## src/rtl/cbc_pkg.sv

```systemverilog
// Shared constants for the charger bus command block
package cbc_pkg;

	// ------------------------------------------------------------
	// Bus address and command codes
	// ------------------------------------------------------------
	localparam logic [6:0]  DEV_ADDR      = 7'h09;
	localparam logic [7:0]  CMD_MODE      = 8'h12;
	localparam logic [7:0]  CMD_STATUS    = 8'h13;
	localparam logic [7:0]  CMD_AMP       = 8'h14;
	localparam logic [7:0]  CMD_VOLT      = 8'h15;
	localparam logic [7:0]  CMD_ALARM     = 8'h16;

	// ------------------------------------------------------------
	// Mode word fields and reset values
	// ------------------------------------------------------------
	localparam int          MODE_INHIBIT  = 0;
	localparam int          MODE_POR      = 2;
	localparam int          MODE_PACK_MSK = 5;
	localparam int          MODE_PF_MSK   = 6;
	localparam int          MODE_OVERTEMP_HALT_BIT = 10;
	localparam logic [15:0] MODE_RESET    = 16'hffd0;

	// ------------------------------------------------------------
	// Set points
	// ------------------------------------------------------------
	localparam logic [15:0] VOLT_MAX      = 16'h47f0;
	localparam logic [15:0] VOLT_RESET    = 16'h47f0;
	localparam logic [15:0] VOLT_POR_CMD  = 16'hffff;
	localparam logic [15:0] VOLT_LSB_MASK = 16'hfff0;
	localparam logic [15:0] AMP_RESET     = 16'h0007;
	localparam logic [15:0] AMP_FS_LOW    = 16'd896;
	localparam logic [15:0] AMP_FS_OPEN   = 16'd2944;
	localparam logic [15:0] AMP_FS_HIGH   = 16'd3968;
	localparam int          AMP_CODE_LSB  = 7;
	localparam logic [1:0]  SEL_LOW       = 2'h0;
	localparam logic [1:0]  SEL_OPEN      = 2'h1;
	localparam logic [1:0]  SEL_HIGH      = 2'h2;

	// ------------------------------------------------------------
	// Status word bit positions
	// ------------------------------------------------------------
	localparam int          ST_CHG_OFF    = 0;
	localparam int          ST_OVERTEMP_HALT_BIT   = 1;
	localparam int          ST_VOLT_NREG  = 2;
	localparam int          ST_AMP_OR     = 4;
	localparam int          ST_VOLT_OR    = 5;
	localparam int          ST_HOT        = 6;
	localparam int          ST_UR         = 7;
	localparam int          ST_ALARM      = 8;
	localparam int          ST_PWR_FAIL   = 13;
	localparam int          ST_PACK       = 14;
	localparam int          ST_IRQ        = 15;

endpackage

```

## src/rtl/cbc_cmd_regs.sv

```systemverilog
// Bus slave and command registers of the smart charger
`timescale 1ns/1ps
module cbc_cmd_regs (
	input  wire logic        clk,
	input  wire logic        arst_n,
	input  wire logic        scl,
	input  wire logic        sda_in,
	output logic             sda_out,
	output logic             sda_oe,
	input  wire logic        pack_inserted_flag,
	input  wire logic        power_fail,
	input  wire logic        pack_overtemp_flag,
	input  wire logic        sensor_underrange_flag,
	input  wire logic        overvolt_compare_out,
	input  wire logic        volt_clamp_active,
	input  wire logic [1:0]  range_sel,
	output logic             charge_en,
	output logic             trickle_source,
	output logic [4:0]       switcher_amp_code,
	output logic [10:0]      volt_dac_code,
	output logic             irq,
	output logic [15:0]      status_word
);

	// ------------------------------------------------------------
	// Bus wire sensing
	// ------------------------------------------------------------
	logic scl_rise, scl_fall, bus_start, bus_stop, sda_bit;

	cbc_bus_sense u_sense (
		.clk       (clk),
		.arst_n    (arst_n),
		.scl       (scl),
		.sda_in    (sda_in),
		.scl_rise  (scl_rise),
		.scl_fall  (scl_fall),
		.bus_start (bus_start),
		.bus_stop  (bus_stop),
		.sda_bit   (sda_bit)
	);

	// ------------------------------------------------------------
	// Slave byte engine
	// ------------------------------------------------------------
	typedef enum logic [3:0] {
		CBC_IDLE, CBC_ADDR, CBC_CMD, CBC_DLO, CBC_DHI,
		CBC_ACK, CBC_TXLO, CBC_TXHI, CBC_MACK
	} cbc_state_t;

	cbc_state_t  st_q, st_d, after_q, after_d;
	logic [3:0]  cnt_q, cnt_d;
	logic [7:0]  sh_q, sh_d;
	logic [7:0]  cmd_q, cmd_d;
	logic [7:0]  lo_q, lo_d;
	logic [15:0] tx_q, tx_d;
	logic        oe_q, oe_d;
	logic        mack_q, mack_d;
	logic        hi_tx_q, hi_tx_d;
	logic        wr_stb_q, wr_stb_d;
	logic [15:0] wr_data_q, wr_data_d;
	logic        rd_done_q, rd_done_d;
	logic        cmd_ok;

	// Read word only makes sense after the status command
	always_comb begin
		cmd_ok = (sh_q == cbc_pkg::CMD_MODE) || (sh_q == cbc_pkg::CMD_STATUS) ||
			(sh_q == cbc_pkg::CMD_AMP) || (sh_q == cbc_pkg::CMD_VOLT) ||
			(sh_q == cbc_pkg::CMD_ALARM);
	end

	always_comb begin
		st_d      = st_q;
		after_d   = after_q;
		cnt_d     = cnt_q;
		sh_d      = sh_q;
		cmd_d     = cmd_q;
		lo_d      = lo_q;
		tx_d      = tx_q;
		oe_d      = oe_q;
		mack_d    = mack_q;
		hi_tx_d   = hi_tx_q;
		wr_stb_d  = 1'b0;
		wr_data_d = wr_data_q;
		rd_done_d = 1'b0;
		if (bus_stop) begin
			st_d = CBC_IDLE;
			oe_d = 1'b0;
		end else if (bus_start) begin
			// Repeated start is allowed; the command byte is kept
			st_d  = CBC_ADDR;
			cnt_d = 4'h0;
			oe_d  = 1'b0;
		end else begin
			unique case (st_q)
				CBC_IDLE: begin
				end
				CBC_ADDR, CBC_CMD, CBC_DLO, CBC_DHI: begin
					if (scl_rise && cnt_q < 4'h8) begin
						sh_d  = {sh_q[6:0], sda_bit};
						cnt_d = cnt_q + 4'h1;
					end else if (scl_fall && cnt_q == 4'h8) begin
						cnt_d = 4'h0;
						oe_d  = 1'b1;
						st_d  = CBC_ACK;
						if (st_q == CBC_ADDR) begin
							if (sh_q == {cbc_pkg::DEV_ADDR, 1'b0}) begin
								after_d = CBC_CMD;
							end else if (sh_q == {cbc_pkg::DEV_ADDR, 1'b1} &&
								cmd_q == cbc_pkg::CMD_STATUS) begin
								after_d = CBC_TXLO;
								tx_d    = status_word;
							end else begin
								oe_d = 1'b0;
								st_d = CBC_IDLE;
							end
						end else if (st_q == CBC_CMD) begin
							cmd_d   = sh_q;
							after_d = CBC_DLO;
							if (!cmd_ok) begin
								oe_d = 1'b0;
								st_d = CBC_IDLE;
							end
						end else if (st_q == CBC_DLO) begin
							lo_d    = sh_q;
							after_d = CBC_DHI;
						end else begin
							// Word complete once its high byte is shifted in, as its acknowledge starts
							wr_stb_d  = (cmd_q != cbc_pkg::CMD_STATUS);
							wr_data_d = {sh_q, lo_q};
							after_d   = CBC_IDLE;
						end
					end
				end
				CBC_ACK: begin
					if (scl_fall) begin
						st_d    = after_q;
						cnt_d   = 4'h0;
						hi_tx_d = 1'b0;
						oe_d    = 1'b0;
						if (after_q == CBC_TXLO) begin
							oe_d = ~tx_q[7];
						end
					end
				end
				CBC_TXLO, CBC_TXHI: begin
					if (scl_rise && cnt_q < 4'h8) begin
						cnt_d = cnt_q + 4'h1;
					end else if (scl_fall && cnt_q == 4'h8) begin
						oe_d = 1'b0;
						st_d = CBC_MACK;
						hi_tx_d = (st_q == CBC_TXHI);
					end else if (scl_fall) begin
						if (st_q == CBC_TXLO) begin
							oe_d = ~tx_q[7 - 3'(cnt_q)];
						end else begin
							oe_d = ~tx_q[15 - 4'(cnt_q)];
						end
					end
				end
				CBC_MACK: begin
					if (scl_rise) begin
						mack_d = ~sda_bit;
					end else if (scl_fall) begin
						cnt_d = 4'h0;
						if (!hi_tx_q && mack_q) begin
							st_d = CBC_TXHI;
							oe_d = ~tx_q[15];
						end else begin
							st_d      = CBC_IDLE;
							rd_done_d = hi_tx_q;
						end
					end
				end
			endcase
		end
	end

	// The slave only ever pulls low on acknowledge or data
	always_ff @(posedge clk or negedge arst_n) begin
		if (!arst_n) begin
			st_q      <= CBC_IDLE;
			after_q   <= CBC_IDLE;
			cnt_q     <= 4'h0;
			sh_q      <= 8'h00;
			cmd_q     <= 8'h00;
			lo_q      <= 8'h00;
			tx_q      <= 16'h0000;
			oe_q      <= 1'b0;
			mack_q    <= 1'b0;
			hi_tx_q   <= 1'b0;
			wr_stb_q  <= 1'b0;
			wr_data_q <= 16'h0000;
			rd_done_q <= 1'b0;
		end else begin
			st_q      <= st_d;
			after_q   <= after_d;
			cnt_q     <= cnt_d;
			sh_q      <= sh_d;
			cmd_q     <= cmd_d;
			lo_q      <= lo_d;
			tx_q      <= tx_d;
			oe_q      <= oe_d;
			mack_q    <= mack_d;
			hi_tx_q   <= hi_tx_d;
			wr_stb_q  <= wr_stb_d;
			wr_data_q <= wr_data_d;
			rd_done_q <= rd_done_d;
		end
	end

	// ------------------------------------------------------------
	// Command registers and flags
	// ------------------------------------------------------------
	logic [15:0] mode_q, mode_d;
	logic [15:0] volt_q, volt_d;
	logic [15:0] amp_q, amp_d;
	logic        alarm_q, alarm_d;
	logic        hot_q, hot_d;
	logic        pack_q, pf_q;
	logic        irq_q, irq_d;
	logic        por_wr, wr_mode, wr_volt, wr_amp, wr_alarm;

	always_comb begin
		wr_mode  = wr_stb_q && cmd_q == cbc_pkg::CMD_MODE;
		wr_volt  = wr_stb_q && cmd_q == cbc_pkg::CMD_VOLT;
		wr_amp   = wr_stb_q && cmd_q == cbc_pkg::CMD_AMP;
		wr_alarm = wr_stb_q && cmd_q == cbc_pkg::CMD_ALARM;
		por_wr   = wr_mode && wr_data_q[cbc_pkg::MODE_POR];
		mode_d   = mode_q;
		volt_d   = volt_q;
		amp_d    = amp_q;
		if (wr_mode) begin
			mode_d = wr_data_q;
		end
		if (wr_volt) begin
			volt_d = wr_data_q & cbc_pkg::VOLT_LSB_MASK;
		end
		if (wr_amp) begin
			amp_d = wr_data_q;
		end
		if (por_wr) begin
			volt_d = cbc_pkg::VOLT_POR_CMD;
			amp_d  = cbc_pkg::AMP_RESET;
		end
		if (!pack_inserted_flag) begin
			mode_d[cbc_pkg::MODE_OVERTEMP_HALT_BIT] = 1'b1;
			volt_d = cbc_pkg::VOLT_RESET;
			amp_d  = cbc_pkg::AMP_RESET;
		end
		// Alarm set wins over any simultaneous clear
		alarm_d = wr_alarm ? 1'b1 :
			(por_wr || wr_volt || wr_amp || !pack_inserted_flag) ? 1'b0 : alarm_q;
		// Hot condition latches; reset command clears unless still hot
		hot_d = pack_overtemp_flag ? 1'b1 : por_wr ? 1'b0 : hot_q;
		// Edge of an unmasked pack or power fail status raises the line; status read clears
		irq_d = irq_q;
		if (rd_done_q) begin
			irq_d = 1'b0;
		end
		if ((pack_q != pack_inserted_flag && !mode_q[cbc_pkg::MODE_PACK_MSK]) ||
			(pf_q != power_fail && !mode_q[cbc_pkg::MODE_PF_MSK])) begin
			irq_d = 1'b1;
		end
	end

	always_ff @(posedge clk or negedge arst_n) begin
		if (!arst_n) begin
			mode_q  <= cbc_pkg::MODE_RESET;
			volt_q  <= cbc_pkg::VOLT_RESET;
			amp_q   <= cbc_pkg::AMP_RESET;
			alarm_q <= 1'b0;
			hot_q   <= 1'b0;
			pack_q  <= 1'b0;
			pf_q    <= 1'b0;
			irq_q   <= 1'b0;
		end else begin
			mode_q  <= mode_d;
			volt_q  <= volt_d;
			amp_q   <= amp_d;
			alarm_q <= alarm_d;
			hot_q   <= hot_d;
			pack_q  <= pack_inserted_flag;
			pf_q    <= power_fail;
			irq_q   <= irq_d;
		end
	end

	// ------------------------------------------------------------
	// Regulator controls and status
	// ------------------------------------------------------------
	logic [15:0] fs_ma;
	logic [4:0]  code_n;
	logic [10:0] vcode_n;
	logic        amp_or, volt_or, chg_n, trk_n;
	logic [15:0] stat_n;

	always_comb begin
		// Open strap pins read as the middle level; unknown code treated low
		unique case (range_sel)
			cbc_pkg::SEL_OPEN: fs_ma = cbc_pkg::AMP_FS_OPEN;
			cbc_pkg::SEL_HIGH: fs_ma = cbc_pkg::AMP_FS_HIGH;
			default:           fs_ma = cbc_pkg::AMP_FS_LOW;
		endcase
		amp_or  = amp_q > fs_ma;
		// Step stays 128 mA; only the clamp point moves
		code_n  = amp_or ? fs_ma[cbc_pkg::AMP_CODE_LSB +: 5]
			: amp_q[cbc_pkg::AMP_CODE_LSB +: 5];
		volt_or = volt_q > cbc_pkg::VOLT_MAX;
		vcode_n = volt_or ? cbc_pkg::VOLT_MAX[14:4] : volt_q[14:4];
		chg_n   = !mode_q[cbc_pkg::MODE_INHIBIT] && pack_inserted_flag &&
			!(mode_q[cbc_pkg::MODE_OVERTEMP_HALT_BIT] && pack_overtemp_flag);
		// Trickle only with zero switcher code and no overvoltage
		trk_n   = chg_n && code_n == 5'h00 && amp_q != 16'h0000 &&
			!overvolt_compare_out;
		stat_n  = 16'h0000;
		stat_n[cbc_pkg::ST_CHG_OFF]   = mode_q[cbc_pkg::MODE_INHIBIT];
		stat_n[cbc_pkg::ST_OVERTEMP_HALT_BIT]  = mode_q[cbc_pkg::MODE_OVERTEMP_HALT_BIT];
		stat_n[cbc_pkg::ST_VOLT_NREG] = volt_clamp_active;
		stat_n[cbc_pkg::ST_AMP_OR]    = amp_or;
		stat_n[cbc_pkg::ST_VOLT_OR]   = volt_or;
		stat_n[cbc_pkg::ST_HOT]       = hot_q;
		stat_n[cbc_pkg::ST_UR]        = sensor_underrange_flag;
		stat_n[cbc_pkg::ST_ALARM]     = alarm_q;
		stat_n[cbc_pkg::ST_PWR_FAIL]  = power_fail;
		stat_n[cbc_pkg::ST_PACK]      = pack_inserted_flag;
		stat_n[cbc_pkg::ST_IRQ]       = irq_q;
	end

	always_ff @(posedge clk or negedge arst_n) begin
		if (!arst_n) begin
			charge_en         <= 1'b0;
			trickle_source    <= 1'b0;
			switcher_amp_code <= 5'h00;
			volt_dac_code     <= 11'h000;
			status_word       <= 16'h0000;
		end else begin
			charge_en         <= chg_n;
			trickle_source    <= trk_n;
			switcher_amp_code <= chg_n ? code_n : 5'h00;
			volt_dac_code     <= vcode_n;
			status_word       <= stat_n;
		end
	end

	// Open drain: the level driven is always low
	always_ff @(posedge clk or negedge arst_n) begin
		if (!arst_n) begin
			sda_out <= 1'b0;
			sda_oe  <= 1'b0;
			irq     <= 1'b0;
		end else begin
			sda_out <= 1'b0;
			sda_oe  <= oe_q;
			irq     <= irq_q;
		end
	end

endmodule

```

## src/rtl/cbc_bus_sense.sv

```systemverilog
// Edge and start/stop detector for the two bus wires
`timescale 1ns/1ps
module cbc_bus_sense (
	input  wire logic clk,
	input  wire logic arst_n,
	input  wire logic scl,
	input  wire logic sda_in,
	output logic      scl_rise,
	output logic      scl_fall,
	output logic      bus_start,
	output logic      bus_stop,
	output logic      sda_bit
);

	// ------------------------------------------------------------
	// Sampling
	// ------------------------------------------------------------
	logic scl_q, scl_d, sda_q, sda_d;
	logic rise_d, fall_d, start_d, stop_d;

	always_comb begin
		scl_d   = scl;
		sda_d   = sda_in;
		rise_d  = scl & ~scl_q;
		fall_d  = ~scl & scl_q;
		// Data edge while clock stays high marks frame boundaries
		start_d = scl & scl_q & sda_q & ~sda_in;
		stop_d  = scl & scl_q & ~sda_q & sda_in;
	end

	always_ff @(posedge clk or negedge arst_n) begin
		if (!arst_n) begin
			scl_q     <= 1'b1;
			sda_q     <= 1'b1;
			scl_rise  <= 1'b0;
			scl_fall  <= 1'b0;
			bus_start <= 1'b0;
			bus_stop  <= 1'b0;
			sda_bit   <= 1'b1;
		end else begin
			scl_q     <= scl_d;
			sda_q     <= sda_d;
			scl_rise  <= rise_d;
			scl_fall  <= fall_d;
			bus_start <= start_d;
			bus_stop  <= stop_d;
			sda_bit   <= sda_d;
		end
	end

endmodule

```

## config.mk

```make
export PLATFORM = sky130hd
export DESIGN_NAME = cbc_cmd_regs
export DESIGN_NICKNAME = d
export VERILOG_FILES = /design/src/rtl/cbc_pkg.sv /design/src/rtl/cbc_cmd_regs.sv /design/src/rtl/cbc_bus_sense.sv
export SDC_FILE = /design/constraint.sdc
export NUM_CORES = 1
export LEC_CHECK = 0
export BUFFER_PORTS_ARGS = -buffer_cell sky130_fd_sc_hd__buf_2
export CORE_ASPECT_RATIO = 1.75
export CORE_MARGIN = 3
export CORE_UTILIZATION = 50
export DETAILED_ROUTE_END_ITERATION = 8
export PLACE_DENSITY_LB_ADDON = 0.3
export SYNTH_ARGS = -nofsm -noshare
export SYNTH_HDL_FRONTEND = slang
export SYNTH_SLANG_ARGS = --single-unit
export TNS_END_PERCENT = 1
```

## constraint.sdc

```tcl
create_clock -name clk -period 2.4 [get_ports clk]
set_clock_uncertainty 0.2 [all_clocks]
set_input_delay 0.12 -clock clk [delete_from_list [all_inputs] [get_ports clk]]
set_output_delay 0.12 -clock clk [all_outputs]
set_load 0.02 [all_outputs]
```

Word-level counts from Yosys, hierarchy flattened
Index checks and enable logic that the tools add are counted.
{ "word_totals": {"output_inout_bits": 37, "elab_cells": 249, "ff_bits": 153, "input_bits": 12} }
{ "op_classes": {"n_mux": 87, "eq_ne": 44, "add_sub_neg": 3, "n_reduce_logical": 53, "n_lt_le_gt_ge": 5, "bitwise_logic": 22} }
{ "ops": {"columns": ["operator", "count"], "rows": [
  ["2-to-1 mux 16 bit", 6],
  ["equality test 8 x 5 -> 1 bit, second input constant", 10],
  ["2-to-1 mux 4 bit", 19],
  ["less-than comparator 32 x 5 -> 1 bit, second input constant", 2],
  ["2-to-1 mux 1 bit", 44],
  ["case mux 4 bit (4 select lines)", 2],
  ["AND reduction 8 bit", 4],
  ["case mux 12 bit (2 select lines)", 1],
  ["2-to-1 mux 11 bit", 2],
  ["2-to-1 mux 3 bit", 7],
  ["equality test 4 x 3 -> 1 bit, second input constant", 5],
  ["inequality test 4 x 2 -> 1 bit, second input constant", 5],
  ["logical AND 1 bit", 17],
  ["> comparator 16 x 15 -> 1 bit, second input constant", 1],
  ["> comparator 16 bit", 1],
  ["nonzero test 16 bit", 1],
  ["NOT 1 bit", 15],
  ["AND reduction 6 bit", 2],
  ["2-to-1 mux 5 bit", 2],
  ["inequality test 3 x 1 -> 1 bit, second input constant", 3],
  ["AND reduction 9 bit", 1],
  ["binary-select mux 1 bit (select 4 bit)", 2],
  ["equality test 4 x 2 -> 1 bit, second input constant", 2],
  ["equality test 4 bit, second input constant", 2],
  ["31 further kinds", 58]
]} }

Depth between registers and ports, before layout
Gate-level depths: netlist of run 1.
{ "logic_depth": {"word_depth": 13, "ltp_mapped": 9, "depth_no_buf": 9} }

Modules after synthesis
From an unflattened synthesis of run 1, not the netlist that was laid out.
{ "hier_totals": {"hier_cells": 529, "area_unflattened_um2": 6077.1} }
{ "modules_own_cells": {"columns": ["mod", "seq_area_each_um2", "area_per_inst_um2", "cells_each", "n_inst"], "rows": [
  ["cbc_cmd_regs", 3344.5, 5889.4, 519, 1],
  ["cbc_bus_sense", 152.6, 187.7, 10, 1]
]} }

Worst setup path after synthesis of run 1
Ideal clock, no wire load.
{ "synth_timing": {"path_type": "flip-flop to flip-flop", "from": "register cmd_q[3]", "to": "register amp_q[10]", "setup_ns": 0.119, "stages_incl_launch_ff": 8, "arrival_ns": 1.867, "path_slack_ns": 0.214, "t_required_ns": 2.081, "n_path_buf": 2, "synth_period_minus_slack_ns": 2.186, "cell_sequence": "dfrtp_1 -> or4b_4 -> nor3_4 -> nor3b_2 -> buf_6 -> buf_12 -> mux2i_1 -> nor2_2"} }
{ "synth_via": {"elab_chain_len": 5, "word_cells_on_any_way": 8, "classes_between": "eq/ne: 3; mux: 2; reduce/logical: 3"} }
{ "synth_rtl": {"columns": ["element", "line", "rtl"], "rows": [
  ["start: declaration", "cbc_cmd_regs.sv:53", "logic [7:0] cmd_q, cmd_d;"],
  ["start signal: assignment", "cbc_cmd_regs.sv:199", "cmd_q <= cmd_d;"],
  ["equality test 8 x 5 -> 1 bit", "cbc_cmd_regs.sv:224", "wr_mode = wr_stb_q && cmd_q == cbc_pkg::CMD_MODE;"],
  ["logical AND 1 bit", "cbc_cmd_regs.sv:224", null],
  ["logical AND 1 bit", "cbc_cmd_regs.sv:228", "por_wr = wr_mode && wr_data_q[cbc_pkg::MODE_POR];"],
  ["2-to-1 mux 16 bit", "cbc_cmd_regs.sv:241", "if (por_wr) begin"],
  ["2-to-1 mux 16 bit", "cbc_cmd_regs.sv:245", "if (!pack_inserted_flag) begin"],
  ["end signal: assignment", "cbc_cmd_regs.sv:270", "amp_q <= cbc_pkg::AMP_RESET;"],
  ["end signal: assignment", "cbc_cmd_regs.sv:279", "amp_q <= amp_d;"],
  ["end: declaration", "cbc_cmd_regs.sv:216", "logic [15:0] amp_q, amp_d;"]
]} }
Several ways; a longest one is shown, not always the timed one.
A chain may end at the register's enable or synchronous reset.

Final worst setup path of run 1
{ "layout_timing": {"from": "input range_sel[1]", "to": "register trickle_source"} }
{ "layout_via": {"elab_chain_len": 8, "word_cells_on_any_way": 9, "classes_between": "order compare: 1; eq/ne: 2; mux: 2; reduce/logical: 4"} }
{ "layout_rtl": {"columns": ["element", "line", "rtl"], "rows": [
  ["start: declaration", "cbc_cmd_regs.sv:16", "input wire logic [1:0] range_sel,"],
  ["equality test 2 bit / equality test 2 x 1 -> 1 bit (equally long branches)", "cbc_cmd_regs.sv:299", "unique case (range_sel)"],
  ["case mux 12 bit (2 select lines) (*)", "cbc_cmd_regs.sv:299", null],
  ["> comparator 16 bit (*)", "cbc_cmd_regs.sv:304", "amp_or = amp_q > fs_ma;"],
  ["via amp_or", "cbc_cmd_regs.sv:294", "logic amp_or, volt_or, chg_n, trk_n;"],
  ["2-to-1 mux 5 bit (*)", "cbc_cmd_regs.sv:306", "code_n = amp_or ? fs_ma[cbc_pkg::AMP_CODE_LSB +: 5]"],
  ["zero test 5 bit (*)", "cbc_cmd_regs.sv:313", "trk_n = chg_n && code_n == 5'h00 && amp_q != 16'h0000 &&"],
  ["logical AND 1 bit (*) (3 in a row)", "cbc_cmd_regs.sv:313", null],
  ["via trk_n", "cbc_cmd_regs.sv:294", null],
  ["end signal: assignment", "cbc_cmd_regs.sv:338", "trickle_source <= trk_n;"],
  ["end: declaration", "cbc_cmd_regs.sv:18", "output logic trickle_source,"]
]} }
Mark *: on every way through the listed nets, which the timed path passes. The rest lies on a longest branch.

==> impl_results.md, run 1 <==
* Number of top-level pins at 49
* Number of remaining DRC errors at 0
* Routed vias at approximately 4,100
* Worst Max-Slew Pin Slew at 0.617 ns
* First-pass GRT wire length at 22,600 um
* Final core utilization at 62.1%
* FMAX at 434 MHz
* Post-synth EDFFs at 0
* Full die area at about 14,000 sq um
* Multi-input gate area at 2380 sq um
* Global placement routability congestion at 0.890
* CTS clk-pin slew, worst paths at 0.06 ns
* Final Instance Area at 7280 sq um
* Initial antenna violation count at 0
* Die height at about 150 um
* DR iter-0 viols at 156
* Dpl cell area at 6540 sq um
* Clock sinks at approximately 140
* CP startpoint kind: input port
* Max cap viols at 0
* DR pass1 iterations at 4
* Per-cell routed wire length at 19.2 um
* Share of layout cells above drive strength 1 at 34.8%
* Critical-path maximum fanout at 8
* WL final at ~14,000 um
* YS warnings at 0
* Die Wd at 89.4 um
* CP Data Required Time at 2.50 ns
* Crit share post-route at between 90% and 100%
* Drt via density at 5.76
* Clock buffer depth at 2
* P per Cell Area at between 800 and 900 nW/um^2
* Final Max Slew Viols at 0
* Asr flop ratio synth at 100%
* Tmin final at 2.30 ns
* Worst EP arrival at between 2 and 2.5 ns
* # diodes at 0
* Register area at 3500 sq um
* CTS HTree Levels at 4
* Mapped Cells at 485
* Nets at 580
* RSZ-0062 raised after global routing: yes
* Vias in the first global route at about 4,300
* Std-Cell Rows at 52
* Synthesized flop and latch total at 139
* Max_slew headroom at approximately three fifths
* Cts bufs inserted at 17
* Fillers at 882
* Gr ovfl total at 0
* CORE AREA at around 12,000 sq um
* Status: finished clean
* Final WS setup at 0.0982 ns
* DP HPWL at 9780 um
* Cell area after synthesis at 6080 sq um
* Total Routing Usage GR at 21.9%
* Top_reg_cell synth: dfrtp_1
* Detail Route Antenna Nets at 0
* Leakage at 3.44 nW
* CTS root buf: clkbuf_16
* Worst min-delay path category: in2async
* # setup viols final at 0
* Peak supply drop at between 0.0005 and 0.0006 V
* Skew-Pair Late Insertion Delay at 0.41 ns
* Distinct cell type count after synthesis at 70
* Worst setup path category: in2reg
* I/O Buffers at 42
* Dpl ws at 0.0589 ns
* CTS tree: built
* Final Hold Viols at 0
* Largest net degree at the start of global routing at 63
* Seq/Total Area, Yosys at 57.5%
* Mean Syn Cell Area at 12.5 sq um
* Area growth, synth to finish at 19.6%
* CP endpoint kind: flop
* Starting density of the core at 51.9%
[kinds of logic after synthesis]
group / Yosys count / synth area share (%)
flops: 139 / 57.5
mux: 88 / 16.3
xor+xnor: 2 / 0.288
compound gates: 67 / 7.36
buf+inv: 42 / 3.99
simple gates: 142 / 13.7
other cells: 1 / 0.0617
fa+ha+maj: 4 / 0.823
[worst max-delay path, cell delays in order]
cell and delay [ns]:
dlygate4sd3_1 0.53, buf_2 0.12, ha_1 0.28, ha_1 0.31, and4_1 0.22, a221oi_2 0.22, a31o_2 0.18, nand2_4 0.09
a2111oi_2 0.33
[cells in the final DEF (no fill, tap or decap), drive strengths merged, types with 16 or more instances in the layout]
| cell | count |
|---|---|
| inv | 16 |
| mux2 | 58 |
| nor2 | 30 |
| buf | 70 |
| dfrtp | 124 |
| a21oi | 19 |
| clkbuf | 23 |
| nand2 | 32 |
| mux2i | 30 |
| nand2b | 16 |
[layer usage]
layer | vias up | part of all wire [%] | track usage, %
met4 | 0 | 4.2 | 9.94
met2 | 100 | 55 | 37.8
met3 | 35 | 2.7 | 4.50
met5 | - | 0 | 0
li1 | 1875 | - | -
met1 | 2093 | 38 | 25.2
[flip-flops by register name (all words and copies together) (netlist names), 3 cells and up]
name and cells:
volt_dac_code 11, wr_data_q 16, lo_q 8, st_q 4, sh_q 8, mode_q 4, amp_q 16, tx_q 11
volt_q 13, cmd_q 8, cnt_q 4, status_word 11, switcher_amp_code 5, after_q 3
[layout make-up]
class,count,share of cell area (%)
inverters,15,0.774
clock buffers,23,6.71
repair buffers,82,7.86
well taps,135,2.32
clock inverters,9,1.53
multi-input cells,309,32.8
flip-flops and latches,139,48.1
[report_power, final]
part | internal [mW] | switching, mW | leakage [nW]
combinational | 0.379 | 0.533 | 1.36
clock | 1.64 | 0.969 | 0.290
sequential | 2.45 | 0.165 | 1.79
total | 4.48 | 1.67 | 3.44
[final timing paths]
check                      cells past startpoint             end               from  slack, ns
max in group asynchronous                      3       volt_q[5]             arst_n       1.22
max                                            9  trickle_source       range_sel[1]        0.1
max reg2reg                                    6         st_q[2]            st_q[0]       0.13
min                                            2         tx_q[4]             arst_n       0.06
min reg2reg                                    0  status_word[6]              hot_q       0.18
min in group clk                               2  status_word[2]  volt_clamp_active       0.15
[synth_stat cells, types with 5 or more instances]
master	count	area share [%]
buf_4	11	1.4
mux2_2	48	8.9
nand2b_1	15	1.5
clkbuf_1	7	0.43
nor2_1	22	1.4
nor2_2	8	0.82
mux2_4	10	2.5
nand2_1	31	1.9
nand3_1	11	0.91
dfstp_2	15	6.5
a21oi_1	19	1.6
mux2i_1	30	4.9
dfrtp_1	124	51
nand4_1	5	0.51
inv_1	15	0.93
o21ai_0	13	1.1
nor2b_1	7	0.72
[per-stage QoR]
stage	TNS (ns)	power (mW)	cells	hold WS, ns
floorplan	0	3.23	490	-0.376
global route	-0.0103	6.40	712	0.101
CTS	0	6.18	712	0.0712
global placement	0	3.53	668	-0.0747
finish	0	6.14	712	0.0636
detailed placement	0	3.55	668	-0.0632
[what timing repair did]
action | in CTS | in global routing
endpoints found under the hold margin | 154 | 0
hold buffers | 12 | 0
resized for setup | 0 | 5
setup buffers | 0 | 0
setup endpoints to repair | 0 | 13
(Power assumes the default switching activity.)
==> run 2: changes to the inputs <==
- CORE_ASPECT_RATIO: 1.75 -> 0.6
- SLEW_MARGIN: not set -> 20
- clock period: 2.4 -> 2.5 ns (I/O delays scaled with it)
==> impl_results.md, run 2 (synthesis gave the netlist of run 1 again) <==
* Clock sinks at 139
* Total negative slack at 0 ns
* Die Wd at 148 um
* Drt via density at 5.48
* Global placement routability congestion at 0.934
* Full die area at 13,600 sq um
* CORE AREA at about 12,000 sq um
* Worst EP arrival at 2.51 ns
* # diodes at 0
* Final Max Slew Viols at 0
* CP startpoint kind: input port
* Clock buffer depth at 2
* Worst Hold Endpoint: switcher_amp_code[4]
* R2r endpoint: tx_q[2]
* Leakage at ~3.4 nW
* Number of remaining DRC errors at 0
* Std-Cell Rows at 30
* CP Data Required Time at 2.60 ns
* Nets at 575
* WL final at 13,300 um
* CP dominant cell by count: ha_1
* DR pass1 iterations at 6
* Worst Max-Slew Pin Slew at about 0.90 ns
* CTS clk-pin slew, worst paths at 0.06 ns
* DR iter-0 viols at 246
* Critical path's largest stage delay at 0.52 ns
* Gr ovfl total at 0
* Final Hold Viols at 0
* Status: finished clean
* R2R depth at 6
* Final core utilization at ~63%
* Vias in the first global route at about 4,000
* Tmin final at around 2.4 ns
* Hold_ws at ~0.026 ns
* # setup viols final at 0
* Die height at 91.4 um
* Largest net degree at the start of global routing at 75
* Total Routing Usage GR at roughly a fifth
* Number of top-level pins at 49
* Worst min-delay path category: in2reg
* Routed vias at between 4,000 and 5,000
* Starting density of the core at approximately 52%
* Cell family with most CP delay: compound AO/OA/AOI/OAI gates
* CTS root buf: clkbuf_16
* R2r startpoint: cmd_q[3]
* Critical-path maximum fanout at 8
* RSZ-0062 raised after global routing: no
* Area growth, synth to finish at 20.1%
* Commonest cells after routing, fill and taps aside: dfrtp_1, mux2_2, buf_2
* CP cell instances: dlygate4sd3_1 -> buf_2 -> ha_1 -> ha_1 -> and4_1 -> a221oi_1 -> a31o_2 -> nand2_2 -> o211a_1
* I/O Buffers at 42
* Share of layout cells above drive strength 1 at between 30% and 40%
* DP HPWL at just over 9000 um
* Max cap viols at 0
* Crit share post-route at 96.1%
* Worst setup path category: in2reg
* Crit path buffers/inverters at 2
* FMAX at 416 MHz
* Post-CTS Setup Inserts at 0
* Flop-to-flop setup slack at 0.18 ns
* Detail Route Antenna Nets at 0
* Worst hold path depth at 5
* Critical path's slowest cell: dlygate4sd3_1
* CTS tree: built
* Max_slew headroom at 39.2%
* Peak supply drop at approximately 0.00045 V
* CP endpoint kind: flop
* HP Start: range_sel[0]
* Leading cell type in the layout, fill and taps excluded: dfrtp_1
* CTS HTree Levels at 4
* Total Power at between 6 and 7 mW
* P per Cell Area at 833 nW/um^2
* Initial antenna violation count at 0
* Cts bufs inserted at 17
* Per-cell routed wire length at 18.2 um
* Skew-Pair Late Insertion Delay at between 0.4 and 0.5 ns
* First-pass GRT wire length at 21,900 um
* Regs by FF count: amp_q (16), wr_data_q (16), volt_q (13)
## run 2: power breakdown
part | internal, mW | switching [mW]
Combinational | 0.357 | 0.529
Clock | 1.75 | 0.928
Sequential | 2.36 | 0.160
Total | 4.46 | 1.62
## run 2: repair_timing
item	CTS	global route
resized for setup	0	2
hold buffers	11	0
endpoints found under the setup margin	0	1
endpoints found under the hold margin	94	0
## run 2: per-layer routing
| layer | global-route usage [%] | wire (um) | vias to the layer above |
|---|---|---|---|
| li1 | - | - | 1862 |
| met1 | 33.2 | 6700 | 1992 |
| met2 | 27.1 | 5440 | 149 |
| met3 | 7.78 | 1110 | 10 |
| met4 | 4.84 | 87 | 0 |
| met5 | 0 | 0 | - |
## run 2: area by class of cell
class	instances	area, sq um
fillers	905	4300
flip-flops and latches	139	3500
multi-input cells	309	2380
repair buffers	77	532
clock buffers	22	474
well taps	160	200
clock inverters	10	164
inverters	15	56.3
## run 2: how the worst max path moves through the flow
stage                       startpoint                    to  slack [ns]  cells past startpoint
final                     range_sel[1]  switcher_amp_code[4]         0.1                      9
after global routing      range_sel[1]  switcher_amp_code[4]        0.04                      9
after detailed placement  range_sel[0]        trickle_source        0.11                      9
after CTS                 range_sel[1]        trickle_source        0.01                      9
after floorplan               cmd_q[3]             amp_q[10]        0.31                      7
after global placement        cmd_q[3]               tx_q[7]        0.24                      6
## run 2: stage by stage
| step | area (sq um) | setup slack (ns) | instances |
|---|---|---|---|
| 6_report | 7300 | 0.0963 | 732 |
| 5_1_grt | 7300 | 0.0357 | 732 |
| 4_1_cts | 7280 | 0.0119 | 732 |
| 3_5_place_dp | 6540 | 0.107 | 689 |
| 3_3_place_gp | 6540 | 0.243 | 689 |
| 2_1_floorplan | 6100 | 0.314 | 490 |
## run 2: worst reg2reg max path, delay by kind of cell, from the launching register on
family | cells | cell delay, ns
DFF | 1 | 0.38
muxes | 1 | 0.32
and+or+nand+nor | 4 | 1.07
buffers and inverters | 1 | 0.24
==> run 3: changes to the inputs <==
- RECOVER_POWER: not set -> 100
==> impl_results.md, run 3 (synthesis gave the netlist of run 1 again) <==
* Status: finished with violations
* Failing checks: max-capacitance violations, max-slew violations
* First-pass GRT wire length at 21,900 um
* Global placement routability congestion at approximately 0.93
* Critical path's slowest cell: dlygate4sd3_1
* Cts bufs inserted at 17
* Multi-input gate area at 2300 sq um
* Drt via density at 5.47
* Max_slew headroom at -24.8%
* Commonest cells after routing, fill and taps aside: dfrtp_1, mux2_2, clkbuf_1
* CP Data Required Time at 2.59 ns
* Vias in the first global route at 4,014
* DP HPWL at 9270 um
* CTS tree: built
* Clock buffer depth at 2
* Skew-Pair Late Insertion Delay at 0.41 ns
* CTS clk-pin slew, worst paths at 0.06 ns
* Worst Max-Slew Pin Slew at approximately 1.9 ns
* CP dominant cell by count: ha_1
* Full die area at between 10,000 and 15,000 sq um
* Final Hold Viols at 0
* WL final at 13,300 um
* Leakage at around 3.3 nW
* Final Max Slew Viols at 74
* Hold_ws at approximately 0.025 ns
* Crit share post-route at a little over nine tenths
* # setup viols final at 0
* Clock sinks at 139
* Detail Route Antenna Nets at 0
* Starting density of the core at between 50% and 60%
* CP startpoint kind: input port
* Regs by FF count: amp_q (16), wr_data_q (16), volt_q (13)
* Nets at 575
* Critical-path maximum fanout at 8
* I/O Buffers at 42
* Number of remaining DRC errors at 0
* Total Routing Usage GR at 21.0%
* CP endpoint kind: flop
* FMAX at 420 MHz
* Peak supply drop at 0.000458 V
* CP cell instances: dlygate4sd3_1 -> clkbuf_1 -> ha_1 -> ha_1 -> and4_1 -> a221oi_1 -> a31o_2 -> nand2_2 -> a2111oi_2
* Register area at around 3500 sq um
* Worst hold path depth at 5
* RSZ-0062 raised after global routing: no
* DR pass1 iterations at 6
* Number of top-level pins at 49
* Std-Cell Rows at 30
* Gr ovfl total at 0
* Per-cell routed wire length at 18.2 um
* Critical path's largest stage delay at 0.53 ns
* Worst setup path category: in2reg
* CORE AREA at 11,600 sq um
* Max cap viols at 1
* Area growth, synth to finish at 17.5%
* Share of layout cells above drive strength 1 at roughly a quarter
* Worst EP arrival at 2.47 ns
* Die Wd at 148 um
* # diodes at 0
* DR iter-0 viols at 256
* R2R depth at 6
* Fillers at 944
* CTS root buf: clkbuf_16
* Die height at a little over 90 um
* Tmin final at 2.38 ns
* Leading cell type in the layout, fill and taps excluded: dfrtp_1
* Largest net degree at the start of global routing at 75
* Initial antenna violation count at 0
* Routed vias at 4,003
* Total negative slack at 0 ns
* P per Cell Area at 848 nW/um^2
* Worst min-delay path category: in2reg
* CTS HTree Levels at 4
-- run 3: cell count changes in the layout (fill, tap and decap cells not counted), moves of 3 or more --
cell	change
buf_2	-36
buf_4	-9
clkbuf_1	+42
mux2_1	+9
mux2_4	-9
clkbuf_2	+3
nor2_2	-4
nor2_1	+4
-- run 3: final cells by class --
cell class	instances	area share, %
Inverter	15	0.788
Tap cell	160	2.80
Clock inverter	10	2.29
Clock buffer	22	6.64
Timing Repair Buffer	77	6.34
Multi-Input combinational cell	309	32.2
Sequential cell	139	48.9
-- run 3: metal layers --
layer / routed length, um / track usage, % / up-vias
met4: 90 / 4.84 / 0
met3: 1100 / 7.78 / 9
li1: - / - / 1866
met2: 5460 / 27.1 / 143
met5: 0 / 0 / -
met1: 6680 / 33.2 / 1985
-- run 3: repair_timing --
action	4_1_cts	5_1_grt
endpoints found under the setup margin	0	1
gates resized for setup	0	2
setup buffers	0	0
hold endpoints to repair	94	0
hold buffers	11	0
-- run 3: worst paths after layout --
path	start	to	slack, ns
min in group asynchronous	arst_n	volt_dac_code[5]	0.57
min	range_sel[0]	switcher_amp_code[4]	0.03
max reg2reg	cmd_q[3]	tx_q[2]	0.18
min reg2reg	hot_q	status_word[6]	0.19
max in group asynchronous	arst_n	amp_q[0]	0.33
max	range_sel[1]	trickle_source	0.12
-- run 3: metrics by stage --
step | cells | utilization, % | setup WS [ns] | area, sq um | total power, mW
2_1_floorplan | 490 | - | 0.314 | 6100 | 3.10
3_3_place_gp | 689 | 56.4 | 0.243 | 6540 | 3.39
3_5_place_dp | 689 | 56.4 | 0.107 | 6540 | 3.41
4_1_cts | 732 | 62.8 | 0.0119 | 7280 | 6.10
5_1_grt | 732 | 61.6 | 0.0199 | 7150 | 6.33
6_report | 732 | 61.6 | 0.120 | 7150 | 6.06
-- run 3: power by group --
part	switching [mW]	leakage, nW	internal, mW	total, mW
Clock	0.928	0.310	1.75	2.68
Sequential	0.159	1.79	2.36	2.52
Combinational	0.522	1.18	0.346	0.869
-- run 3: critical path, delay by kind of cell --
kind            cells  cell delay [ns]
buf+inv             2             0.63
compound gates      3             0.76
fa+ha+maj           2             0.60
simple gates        2             0.35
